==> config.mk <==
export PLATFORM = sky130hd
export DESIGN_NAME = quad_dsp_module_control_regs
export DESIGN_NICKNAME = d
export VERILOG_FILES = /design/src/verilog/quad_dsp_pkg.sv /design/src/verilog/quad_dsp_module_control_regs.sv
export VERILOG_INCLUDE_DIRS = /design/src /design/src/verilog
export SDC_FILE = /design/constraint.sdc
export NUM_CORES = 1
export LEC_CHECK = 0
export ABC_AREA = 0
export BUFFER_PORTS_ARGS = -buffer_cell sky130_fd_sc_hd__clkbuf_2
export CAP_MARGIN = 20
export CORE_MARGIN = 1
export CORE_UTILIZATION = 55
export CTS_CLUSTER_DIAMETER = 150
export CTS_CLUSTER_SIZE = 20
export DETAILED_ROUTE_END_ITERATION = 8
export PLACE_DENSITY_LB_ADDON = 0.3
export REMOVE_ABC_BUFFERS = 1
export SLEW_MARGIN = 15
export SYNTH_ARGS = -nofsm -noshare
export SYNTH_HDL_FRONTEND = slang
export SYNTH_SLANG_ARGS = --single-unit
==> constraint.sdc <==
create_clock -name mclk -period 5.25 [get_ports mclk]
set_input_delay 1.3125 -clock mclk [delete_from_list [all_inputs] [get_ports mclk]]
set_output_delay 1.3125 -clock mclk [all_outputs]
set_load 0.01 [all_outputs]
==> src/verilog/quad_dsp_defs.svh <==
`ifndef QUAD_DSP_DEFS_SVH
`define QUAD_DSP_DEFS_SVH
// Configuration-space offsets
`define CFG_CMD_OFS   8'h04
`define CFG_BASE_OFS  8'h10
`define CFG_CTRL_OFS  8'h40
`define CFG_XIRQ_OFS  8'h44
`define CFG_TDM_OFS   8'h48
// Configuration-space slot bases
`define SLOT_A_BASE   32'h01000000
`define SLOT_F_BASE   32'h00080000
// Command/status fields
`define CMD_MEM_BIT   1
`define CMD_MST_BIT   2
`define CMD_PER_BIT   6
`define STS_TABT_BIT  28
`define STS_MABT_BIT  29
`define STS_SERR_BIT  30
`define STS_PERR_BIT  31
// Writable bits of the 32-bit registers
`define CMD_WR_MASK   32'h00000046
`define CTRL_WR_MASK  32'h87878787
`define TDM_WR_MASK   32'hdfff0000
// Fields of the control registers
`define TDM_RST_BIT   31
`define TDM_RUN_BIT   30
`define TDM_CNT_LSB   24
`define TDM_CNT_W     5
`define TDM_CNT_OFS   2
`define MASK_A_LSB    16
`define MASK_B_LSB    20
`define LED_EN_BIT    7
`define RX_EN_BIT     2
`define TX_EN_BIT     1
`define H2C_BIT       7
`define C2P_B_BIT     1
`define C2P_A_BIT     0
// Core-side field positions
`define CC_SEL_BIT    3
`define CC_RED_BIT    2
`define CC_GRN_BIT    1
`define CC_PTR_BIT    0
`define ST_MEM_BIT    3
`define ST_TDM_BIT    2
`define ST_H2C_BIT    1
`define ST_GLB_BIT    0
// Reset values
`define CC_RST_VAL    4'h6
`define CTRL_RST_VAL  32'h00000000
`define TDM_RST_VAL   32'h00000000
`endif

==> src/verilog/quad_dsp_pkg.sv <==
package quad_dsp_pkg;
  typedef logic [3:0] nib_t;
  typedef logic [31:0] word_t;
  typedef enum logic [2:0] {
    IO_CTL  = 3'b000,
    IO_CLR  = 3'b001,
    IO_STAT = 3'b010,
    IO_DMA  = 3'b011,
    IO_IE   = 3'b100,
    IO_REQ  = 3'b111
  } io_reg_e;
endpackage
==> src/verilog/quad_dsp_module_control_regs.sv <==
//   Contract
// RULE1: Slot sets config base, halving per slot
// RULE2: Software sets memory, master, parity enables
// RULE3: Error status bits hardware-set, write-one clears
// RULE4: Memory base register defines target window
// RULE5: Control byte n: LED, TDM enables, reset
// RULE6: Interrupt byte n: host-to-core, INTB, INTA
// RULE7: Host-to-core bit set by host, core clears
// RULE8: Core requests clear when host reads them
// RULE9: TDM switch held reset while bit low
// RULE10: Bit 30 runs the TDM DMA controller (code also requires bit 31 high)
// RULE11: DMA count field is slots minus two
// RULE12: Mask bits gate core INTA and INTB
// RULE13: Private 4-bit register set per core
// RULE14: Control bit 3 picks frame or superframe
// RULE15: LED bits low light; red while unconfigured
// RULE16: Buffer pointer toggles only at frame boundary
// RULE17: Write one to clear-register clears condition
// RULE18: Status shows latched conditions, ignoring enables
// RULE19: DMA status clears on flag rising edge
// RULE20: External interrupt from enabled latched conditions
// RULE21: Core request register sets INTA or INTB
// RULE22: Memory write with bit 22 latches condition
// RULE23: Reserved bits read zero, writes ignored
`timescale 1ns/1ps
`include "quad_dsp_defs.svh"
module quad_dsp_module_control_regs #(
  parameter int NCORE = 4
) (
  // Clock and reset
  input  wire logic                    mclk,
  input  wire logic                    nrst,
  // Module site and configuration state
  input  wire logic [2:0]              slot_id,
  input  wire logic                    logic_configured,
  output      quad_dsp_pkg::word_t     cfg_base,
  // Configuration-space access
  input  wire logic                    cfg_req,
  input  wire logic                    cfg_we,
  input  wire logic [31:0]             cfg_addr,
  input  wire logic [3:0]              cfg_be,
  input  wire quad_dsp_pkg::word_t     cfg_wdata,
  output      quad_dsp_pkg::word_t     cfg_rdata,
  output      logic                    cfg_ack,
  // Bus error events
  input  wire logic                    ev_target_abort,
  input  wire logic                    ev_master_abort,
  input  wire logic                    ev_system_error,
  input  wire logic                    ev_parity_error,
  // Bus control outputs
  output      logic                    mem_space_en,
  output      logic                    bus_master_en,
  output      logic                    parity_resp_en,
  output      quad_dsp_pkg::word_t     mem_window_base,
  output      logic                    pci_inta,
  output      logic                    pci_intb,
  // Core-side register ports
  input  wire logic [NCORE-1:0]        core_io_wr,
  input  wire logic [NCORE-1:0]        core_io_rd,
  input  wire logic [NCORE-1:0][2:0]   core_io_addr,
  input  wire logic [NCORE-1:0][3:0]   core_io_wdata,
  output      logic [NCORE-1:0][3:0]   core_io_rdata,
  // Core events and pins
  input  wire logic                    pci_global_irq,
  input  wire logic                    tdm_frame,
  input  wire logic                    tdm_superframe,
  input  wire logic [NCORE-1:0]        mem_wr_a22,
  input  wire logic [NCORE-1:0][3:0]   dma_err_ev,
  input  wire logic [NCORE-1:0]        core_flag_output,
  output      logic [NCORE-1:0]        core_external_interrupt,
  // Core and TDM control outputs
  output      logic [NCORE-1:0]        core_reset_n,
  output      logic [NCORE-1:0]        tdm_rx_en,
  output      logic [NCORE-1:0]        tdm_tx_en,
  output      logic [NCORE-1:0]        tdm_buffer_pointer,
  output      logic                    led_red_on,
  output      logic                    led_green_on,
  output      logic                    tdm_switch_reset_n,
  output      logic                    tdm_dma_enable,
  output      logic [5:0]              tdm_dma_slots
);
  import quad_dsp_pkg::*;

  logic [2:0]             slot_s1_q;
  logic [2:0]             slot_s2_q;
  word_t                  base_q;
  word_t                  cmd_q;
  word_t                  win_q;
  word_t                  ctrl_q;
  word_t                  tdm_q;
  logic [NCORE-1:0]       h2c_q;
  logic [NCORE-1:0]       c2pa_q;
  logic [NCORE-1:0]       c2pb_q;
  logic [NCORE-1:0][3:0]  cc_q;
  logic [NCORE-1:0][2:0]  st_q;
  logic [NCORE-1:0][3:0]  ie_q;
  logic [NCORE-1:0][3:0]  dst_q;
  logic [NCORE-1:0]       flag_s1_q;
  logic [NCORE-1:0]       flag_s2_q;
  logic [NCORE-1:0]       flag_s3_q;
  logic [NCORE-1:0]       flag_rise;
  logic [NCORE-1:0]       tdm_ev;
  logic [NCORE-1:0][3:0]  stat;
  logic [NCORE-1:0]       cw;
  logic [NCORE-1:0]       cr;
  word_t                  wmask;
  word_t                  rd_d;
  logic                   hit;
  logic                   wr;
  logic                   rd;
  logic [7:0]             ofs;

  // Slot strap resynchronised; base follows it
  always_ff @(posedge mclk or negedge nrst) begin
    if (!nrst) begin
      slot_s1_q <= 3'h0;
      slot_s2_q <= 3'h0;
      base_q    <= `SLOT_A_BASE;
    end else begin
      slot_s1_q <= slot_id;
      slot_s2_q <= slot_s1_q;
      if (slot_s2_q <= 3'h5) begin
        base_q <= `SLOT_A_BASE >> slot_s2_q; // RULE1
      end else begin
        base_q <= `SLOT_F_BASE; // RULE1
      end
    end
  end
  assign cfg_base = base_q;

  // Decode within the 256-byte config space
  assign ofs   = cfg_addr[7:0];
  assign hit   = cfg_req && (cfg_addr[31:8] == base_q[31:8]);
  assign wr    = hit && cfg_we;
  assign rd    = hit && !cfg_we;
  assign wmask = {{8{cfg_be[3]}}, {8{cfg_be[2]}}, {8{cfg_be[1]}}, {8{cfg_be[0]}}};

  // Command bits and write-one-clear status
  always_ff @(posedge mclk or negedge nrst) begin
    if (!nrst) begin
      cmd_q <= 32'h00000000;
    end else begin
      if (wr && ofs == `CFG_CMD_OFS) begin
        cmd_q <= (cmd_q & ~(`CMD_WR_MASK & wmask)) | (cfg_wdata & `CMD_WR_MASK & wmask); // RULE2 RULE23
        cmd_q[31:28] <= cmd_q[31:28] & ~(cfg_wdata[31:28] & wmask[31:28]); // RULE3
      end
      // Set wins over a simultaneous clear
      if (ev_target_abort) cmd_q[`STS_TABT_BIT] <= 1'b1; // RULE3
      if (ev_master_abort) cmd_q[`STS_MABT_BIT] <= 1'b1; // RULE3
      if (ev_system_error) cmd_q[`STS_SERR_BIT] <= 1'b1; // RULE3
      if (ev_parity_error) cmd_q[`STS_PERR_BIT] <= 1'b1; // RULE3
    end
  end
  assign mem_space_en   = cmd_q[`CMD_MEM_BIT];
  assign bus_master_en  = cmd_q[`CMD_MST_BIT];
  assign parity_resp_en = cmd_q[`CMD_PER_BIT];

  // Window base, core control and TDM control
  always_ff @(posedge mclk or negedge nrst) begin
    if (!nrst) begin
      win_q  <= 32'h00000000;
      ctrl_q <= `CTRL_RST_VAL;
      tdm_q  <= `TDM_RST_VAL;
    end else if (wr) begin
      if (ofs == `CFG_BASE_OFS) begin
        win_q <= (win_q & ~wmask) | (cfg_wdata & wmask); // RULE4
      end
      if (ofs == `CFG_CTRL_OFS) begin
        ctrl_q <= (ctrl_q & ~(`CTRL_WR_MASK & wmask)) | (cfg_wdata & `CTRL_WR_MASK & wmask); // RULE5 RULE23
      end
      if (ofs == `CFG_TDM_OFS) begin
        tdm_q <= (tdm_q & ~(`TDM_WR_MASK & wmask)) | (cfg_wdata & `TDM_WR_MASK & wmask); // RULE23
      end
    end
  end
  assign mem_window_base = win_q;
  assign tdm_switch_reset_n = tdm_q[`TDM_RST_BIT]; // RULE9
  assign tdm_dma_enable = tdm_q[`TDM_RUN_BIT] && tdm_q[`TDM_RST_BIT]; // RULE10
  assign tdm_dma_slots = {1'b0, tdm_q[`TDM_CNT_LSB +: `TDM_CNT_W]} + 6'(`TDM_CNT_OFS); // RULE11

  always_comb begin
    for (int n = 0; n < NCORE; n++) begin
      core_reset_n[n] = ctrl_q[8*n]; // RULE5
      tdm_tx_en[n]    = ctrl_q[8*n + `TX_EN_BIT]; // RULE5
      tdm_rx_en[n]    = ctrl_q[8*n + `RX_EN_BIT]; // RULE5
    end
  end

  // Core request decode
  always_comb begin
    for (int n = 0; n < NCORE; n++) begin
      cw[n] = core_io_wr[n];
      cr[n] = core_io_rd[n] && !core_io_wr[n];
    end
  end

  // Cross interrupts between host and cores
  always_ff @(posedge mclk or negedge nrst) begin
    if (!nrst) begin
      h2c_q  <= '0;
      c2pa_q <= '0;
      c2pb_q <= '0;
    end else begin
      for (int n = 0; n < NCORE; n++) begin
        if (cw[n] && core_io_addr[n] == IO_CLR && core_io_wdata[n][`ST_H2C_BIT]) begin
          h2c_q[n] <= 1'b0; // RULE7 RULE17
        end
        if (wr && ofs == `CFG_XIRQ_OFS && cfg_be[n] && cfg_wdata[8*n + `H2C_BIT]) begin
          h2c_q[n] <= 1'b1; // RULE6 RULE7
        end
        if (rd && ofs == `CFG_XIRQ_OFS && cfg_be[n]) begin
          c2pa_q[n] <= 1'b0; // RULE8
          c2pb_q[n] <= 1'b0; // RULE8
        end
        // A request landing on the clearing read survives
        if (cw[n] && core_io_addr[n] == IO_REQ) begin
          if (core_io_wdata[n][`C2P_A_BIT]) c2pa_q[n] <= 1'b1; // RULE21
          if (core_io_wdata[n][`C2P_B_BIT]) c2pb_q[n] <= 1'b1; // RULE21
        end
      end
    end
  end
  assign pci_inta = |(c2pa_q & ~tdm_q[`MASK_A_LSB +: NCORE]); // RULE12
  assign pci_intb = |(c2pb_q & ~tdm_q[`MASK_B_LSB +: NCORE]); // RULE12

  // Configuration read data and acknowledge
  always_comb begin
    rd_d = 32'h00000000;
    unique case (ofs)
      `CFG_CMD_OFS:  rd_d = cmd_q;
      `CFG_CTRL_OFS: rd_d = ctrl_q;
      `CFG_TDM_OFS:  rd_d = tdm_q;
      `CFG_XIRQ_OFS: begin
        for (int n = 0; n < NCORE; n++) begin
          rd_d[8*n + `H2C_BIT]   = h2c_q[n]; // RULE7
          rd_d[8*n + `C2P_B_BIT] = c2pb_q[n]; // RULE6
          rd_d[8*n + `C2P_A_BIT] = c2pa_q[n]; // RULE6
        end
      end
      default: rd_d = 32'h00000000; // RULE23
    endcase
  end

  always_ff @(posedge mclk or negedge nrst) begin
    if (!nrst) begin
      cfg_rdata <= 32'h00000000;
      cfg_ack   <= 1'b0;
    end else begin
      cfg_ack <= hit;
      if (rd) begin
        cfg_rdata <= rd_d & wmask;
      end
    end
  end

  // Flag pin synchroniser and rise detect
  always_ff @(posedge mclk or negedge nrst) begin
    if (!nrst) begin
      flag_s1_q <= '0;
      flag_s2_q <= '0;
      flag_s3_q <= '0;
    end else begin
      flag_s1_q <= core_flag_output;
      flag_s2_q <= flag_s1_q;
      flag_s3_q <= flag_s2_q;
    end
  end
  assign flag_rise = flag_s2_q & ~flag_s3_q;

  // Core control: event select, LEDs, buffer pointer
  always_ff @(posedge mclk or negedge nrst) begin
    if (!nrst) begin
      cc_q <= {NCORE{`CC_RST_VAL}};
    end else begin
      for (int n = 0; n < NCORE; n++) begin
        if (cw[n] && core_io_addr[n] == IO_CTL) begin
          cc_q[n][3:1] <= core_io_wdata[n][3:1]; // RULE13 RULE14 RULE15
        end
        if (tdm_frame) begin
          cc_q[n][`CC_PTR_BIT] <= ~cc_q[n][`CC_PTR_BIT]; // RULE16
        end
      end
    end
  end

  always_comb begin
    led_red_on   = !logic_configured; // RULE15
    led_green_on = 1'b0;
    for (int n = 0; n < NCORE; n++) begin
      tdm_buffer_pointer[n] = cc_q[n][`CC_PTR_BIT];
      tdm_ev[n] = cc_q[n][`CC_SEL_BIT] ? tdm_superframe : tdm_frame; // RULE14
      // Several enabled cores share the LED wire-or style
      if (logic_configured && ctrl_q[8*n + `LED_EN_BIT]) begin
        led_red_on   = led_red_on | !cc_q[n][`CC_RED_BIT]; // RULE15
        led_green_on = led_green_on | !cc_q[n][`CC_GRN_BIT]; // RULE15
      end
    end
  end

  // Latched conditions; host-to-core bit lives in the shared register
  always_ff @(posedge mclk or negedge nrst) begin
    if (!nrst) begin
      st_q <= '0;
    end else begin
      for (int n = 0; n < NCORE; n++) begin
        if (cw[n] && core_io_addr[n] == IO_CLR) begin
          if (core_io_wdata[n][`ST_MEM_BIT]) st_q[n][2] <= 1'b0; // RULE17
          if (core_io_wdata[n][`ST_TDM_BIT]) st_q[n][1] <= 1'b0; // RULE17
          if (core_io_wdata[n][`ST_GLB_BIT]) st_q[n][0] <= 1'b0; // RULE17
        end
        if (mem_wr_a22[n]) st_q[n][2] <= 1'b1; // RULE22
        if (tdm_ev[n]) st_q[n][1] <= 1'b1; // RULE14
        if (pci_global_irq) st_q[n][0] <= 1'b1;
      end
    end
  end

  always_comb begin
    for (int n = 0; n < NCORE; n++) begin
      stat[n] = {st_q[n][2], st_q[n][1], h2c_q[n], st_q[n][0]}; // RULE18
      core_external_interrupt[n] = |(stat[n] & ie_q[n]); // RULE20
    end
  end

  // Enables and global DMA status
  always_ff @(posedge mclk or negedge nrst) begin
    if (!nrst) begin
      ie_q  <= '0;
      dst_q <= '0;
    end else begin
      for (int n = 0; n < NCORE; n++) begin
        if (cw[n] && core_io_addr[n] == IO_IE) begin
          ie_q[n] <= core_io_wdata[n]; // RULE13
        end
        if (flag_rise[n]) begin
          dst_q[n] <= dma_err_ev[n]; // RULE19
        end else begin
          dst_q[n] <= dst_q[n] | dma_err_ev[n]; // RULE19
        end
      end
    end
  end

  // Core read data, one cycle after the strobe
  always_ff @(posedge mclk or negedge nrst) begin
    if (!nrst) begin
      core_io_rdata <= '0;
    end else begin
      for (int n = 0; n < NCORE; n++) begin
        if (cr[n]) begin
          unique case (core_io_addr[n])
            IO_CTL:  core_io_rdata[n] <= cc_q[n]; // RULE13
            IO_STAT: core_io_rdata[n] <= stat[n]; // RULE18
            IO_DMA:  core_io_rdata[n] <= dst_q[n]; // RULE19
            IO_IE:   core_io_rdata[n] <= ie_q[n];
            default: core_io_rdata[n] <= 4'h0; // RULE23
          endcase
        end
      end
    end
  end
endmodule

==> flow_summary_export.csv <==
group,metric,value,unit
status,status,"finished, final reports clean",
synth,ys_types,59,
sta,tightest_slew,0.992,ns
drt,highest_layer,"met4",
sta,slew_violations,0,
setup_path,cp_cell_sequence,"clkbuf_2 > nor4b_1 > nand4_1 > nor4_4 > mux2_2",
clocking,ctsRootBufferMaster,"clkbuf_16",
hold_path,hold_class,"reg2reg",
floorplanning,dieArea,0.0186,mm²
grt,grt_pass1_vias,7288,
drt,wirelength,24.3,mm
sta,finalCriticalPeriod,3.41,ns
floorplanning,core_region_area,0.0175,mm²
grt,grt_use_total,26.5,%
clocking,post_cts_buffers,0,
grt,overflow,0,
sta,fin_crit_sh,64.9,%
grt,grt_first_pass_wirelength,38.4,mm
floorplanning,ios,291,
clocking,htree_levels,1,
drt,met3_wirelength,1.53,mm
sta,finClkSkew,0.0167,ns
power,vdd_drop_max,0.223,mV
finish,drive_above_1_share,40.9,%
floorplanning,rows,48,
setup_path,crit_required,5.61,ns
setup_path,max_stage_delay,0.83,ns
sta,fin_tns_setup,0,ns
clocking,hold_buffers,0,
drt,vias_per_cell,5.62,
sta,setup_violations,0,
finish,layout_common_cells,"clkbuf_2, dfrtp_1, mux2_2",
place,place_congestion,0.871,
clocking,cts_buffers,14,
clocking,tritoncts,"built",
synth,synth-async-reset-ratio,100,%
synth,synth.avg_cell_area,12.0,µm²
place,io_buffers,259,
synth,seq_area_frac_synth,52.9,%
clocking,clkSlewWorstSetupHoldPaths,0.08,ns
setup_path,critPathSlowestCell,"nor4b_1",
drt,drt_pre_antenna_iters,5,
place,dp_hpwl,18.3,mm
setup_path,critPathLaunchType,"input pin",
finish,finish.utilization,66.7,%
finish,layout_commonest_cell,"clkbuf_2",
finish,fin_nets,1210,
sta,hold_viol,0,
drt,wl_met1,10.4,mm
sta,timing.fmax,0.293,GHz
grt,grt_max_degree,123,
setup_path,critPathKind,"in2reg",
drt,wl_met2,11.9,mm
grt,antenna_found_initial,0,
synth,synth_area,0.00996,mm²
run,maxCapViolCount,0,
setup_path,worstPathMaxFanout,30,
drt,drtAntennaViolNets,0,
setup_path,end_kind,"flop",
setup_path,worstPathArrival,3.77,ns
synth,ys.flop_type,"dfrtp_1",
sta,slew_headroom,33.8,%
floorplanning,start_util,57.0,%
clocking,cts.sinks,210,
clocking,cts_buffer_depth,3,
drt,drtIter0Drc,386,
clocking,clk-insertion-delay-late,0.47,ns
synth,yosysWarnings,0,
finish,diodes,0,
sta,rsz0062_at_grt,"no",
synth,ys_ff_latch,210,
finish,syn2layout_area_growth,17.0,%
drt,post-route-drc-count,0,
synth,synth_edf_count,0,
clocking,cts_resized,0,
floorplanning,fp.dieH,137,µm
synth,netlist_instances,827,
power,power_density,287,mW/mm²
floorplanning,die_x,137,µm
drt,wire_per_inst,18.7,µm
drt,vias,7294,
power,leakage,5.74,nW
synthesized netlist by cell type, drive strengths merged, types with 3 or more instances:
master,instances,area [µm²]
mux2,129,1450
nand4,17,113
nand2,47,176
a22oi,28,210
dfrtp,201,5030
or2,4,25.0
a21boi,6,45.0
a22o,4,35.0
nor3b,6,45.0
clkbuf,17,63.8
a221o,4,40.0
dfstp,9,236
a21o,24,180
o21ai,20,100
and3,17,106
nor4b,17,149
nor2b,11,68.8
a31oi,6,37.5
nor4bb,4,40.0
nor2,31,116
nand3,9,45.0
a31o,4,35.0
nand2b,9,56.3
xor2,10,87.6
nor3,7,35.0
nor4,23,302
mux2i,15,150
and2,9,56.3
a21oi,13,65.1
o22ai,4,25.0
o22a,3,26.3
a2bb2oi,7,61.3
xnor2,4,35.0
inv,27,101
nand3b,4,30.0
buf,59,419
worst max-delay path, delay by kind of cell:
family / cells / cell delay [ns]
multiplexers: 1 / 0.40
AND/OR/NAND/NOR: 3 / 1.59
buffers and inverters: 1 / 0.46
cells by family after synthesis:
logic type | after synthesis | share of synthesized area (%)
AND/OR/NAND/NOR | 222 | 14.3
flip-flops | 210 | 52.9
multiplexers | 144 | 16.1
AO/OA/AOI/OAI | 132 | 9.44
buffers and inverters | 103 | 5.87
XOR/XNOR | 14 | 1.23
adder cells (fa/ha/maj) | 1 | 0.126
other | 1 | 0.0377
through the flow:
stage                     total power [W]  worst slack [ns]  cell area (µm²)  hold WS, ns  cells
after floorplan                   0.00206             0.925             9590        0.331    783
after detailed placement          0.00229              1.33            11200        0.335   1275
after global placement            0.00228              1.39            11200        0.333   1275
after CTS                         0.00338              1.84            11700        0.351   1298
final                             0.00334              1.84            11700        0.350   1298
after global routing              0.00350              1.69            11700        0.359   1298
cell type report:
type                       count  area [µm²]
clock inverter                 1        11.3
clock buffer                  22         402
tap                          225         282
timing repair buffer         267        1370
multi-input combinational    546        4230
sequential                   210        5270
fill                        1356        5820
inverter                      27         101
path summary, 6_finish.rpt:
check,start,end,slack [ns],cells after the start
worst max-delay path,cfg_addr[2],flop,1.84,5
worst min-delay path,flag_s1_q[1],flag_s2_q[1],0.35,0
worst max register to register,cfg_base[23],cfg_rdata[20],2.54,5
worst min register to register,flag_s1_q[1],flag_s2_q[1],0.35,0
max in group asynchronous,nrst,tdm_buffer_pointer[1],3.29,2
min in group asynchronous,nrst,flag_s1_q[2],0.94,1
power breakdown:
part / switching [W] / internal, W / total, W
Clock: 0.000546 / 0.000535 / 0.00108
Sequential: 0.0000913 / 0.00174 / 0.00183
Combinational: 0.000235 / 0.000199 / 0.000433
Total: 0.000872 / 0.00247 / 0.00334
per-layer routing:
| layer | GRT usage [%] | vias to the layer above |
|---|---|---|
| li1 | - | 3405 |
| met2 | 44.6 | 285 |
| met1 | 35.3 | 3566 |
| met5 | 0 | - |
| met3 | 4.59 | 38 |
| met4 | 7.04 | 0 |
(Power assumes the default switching activity.)
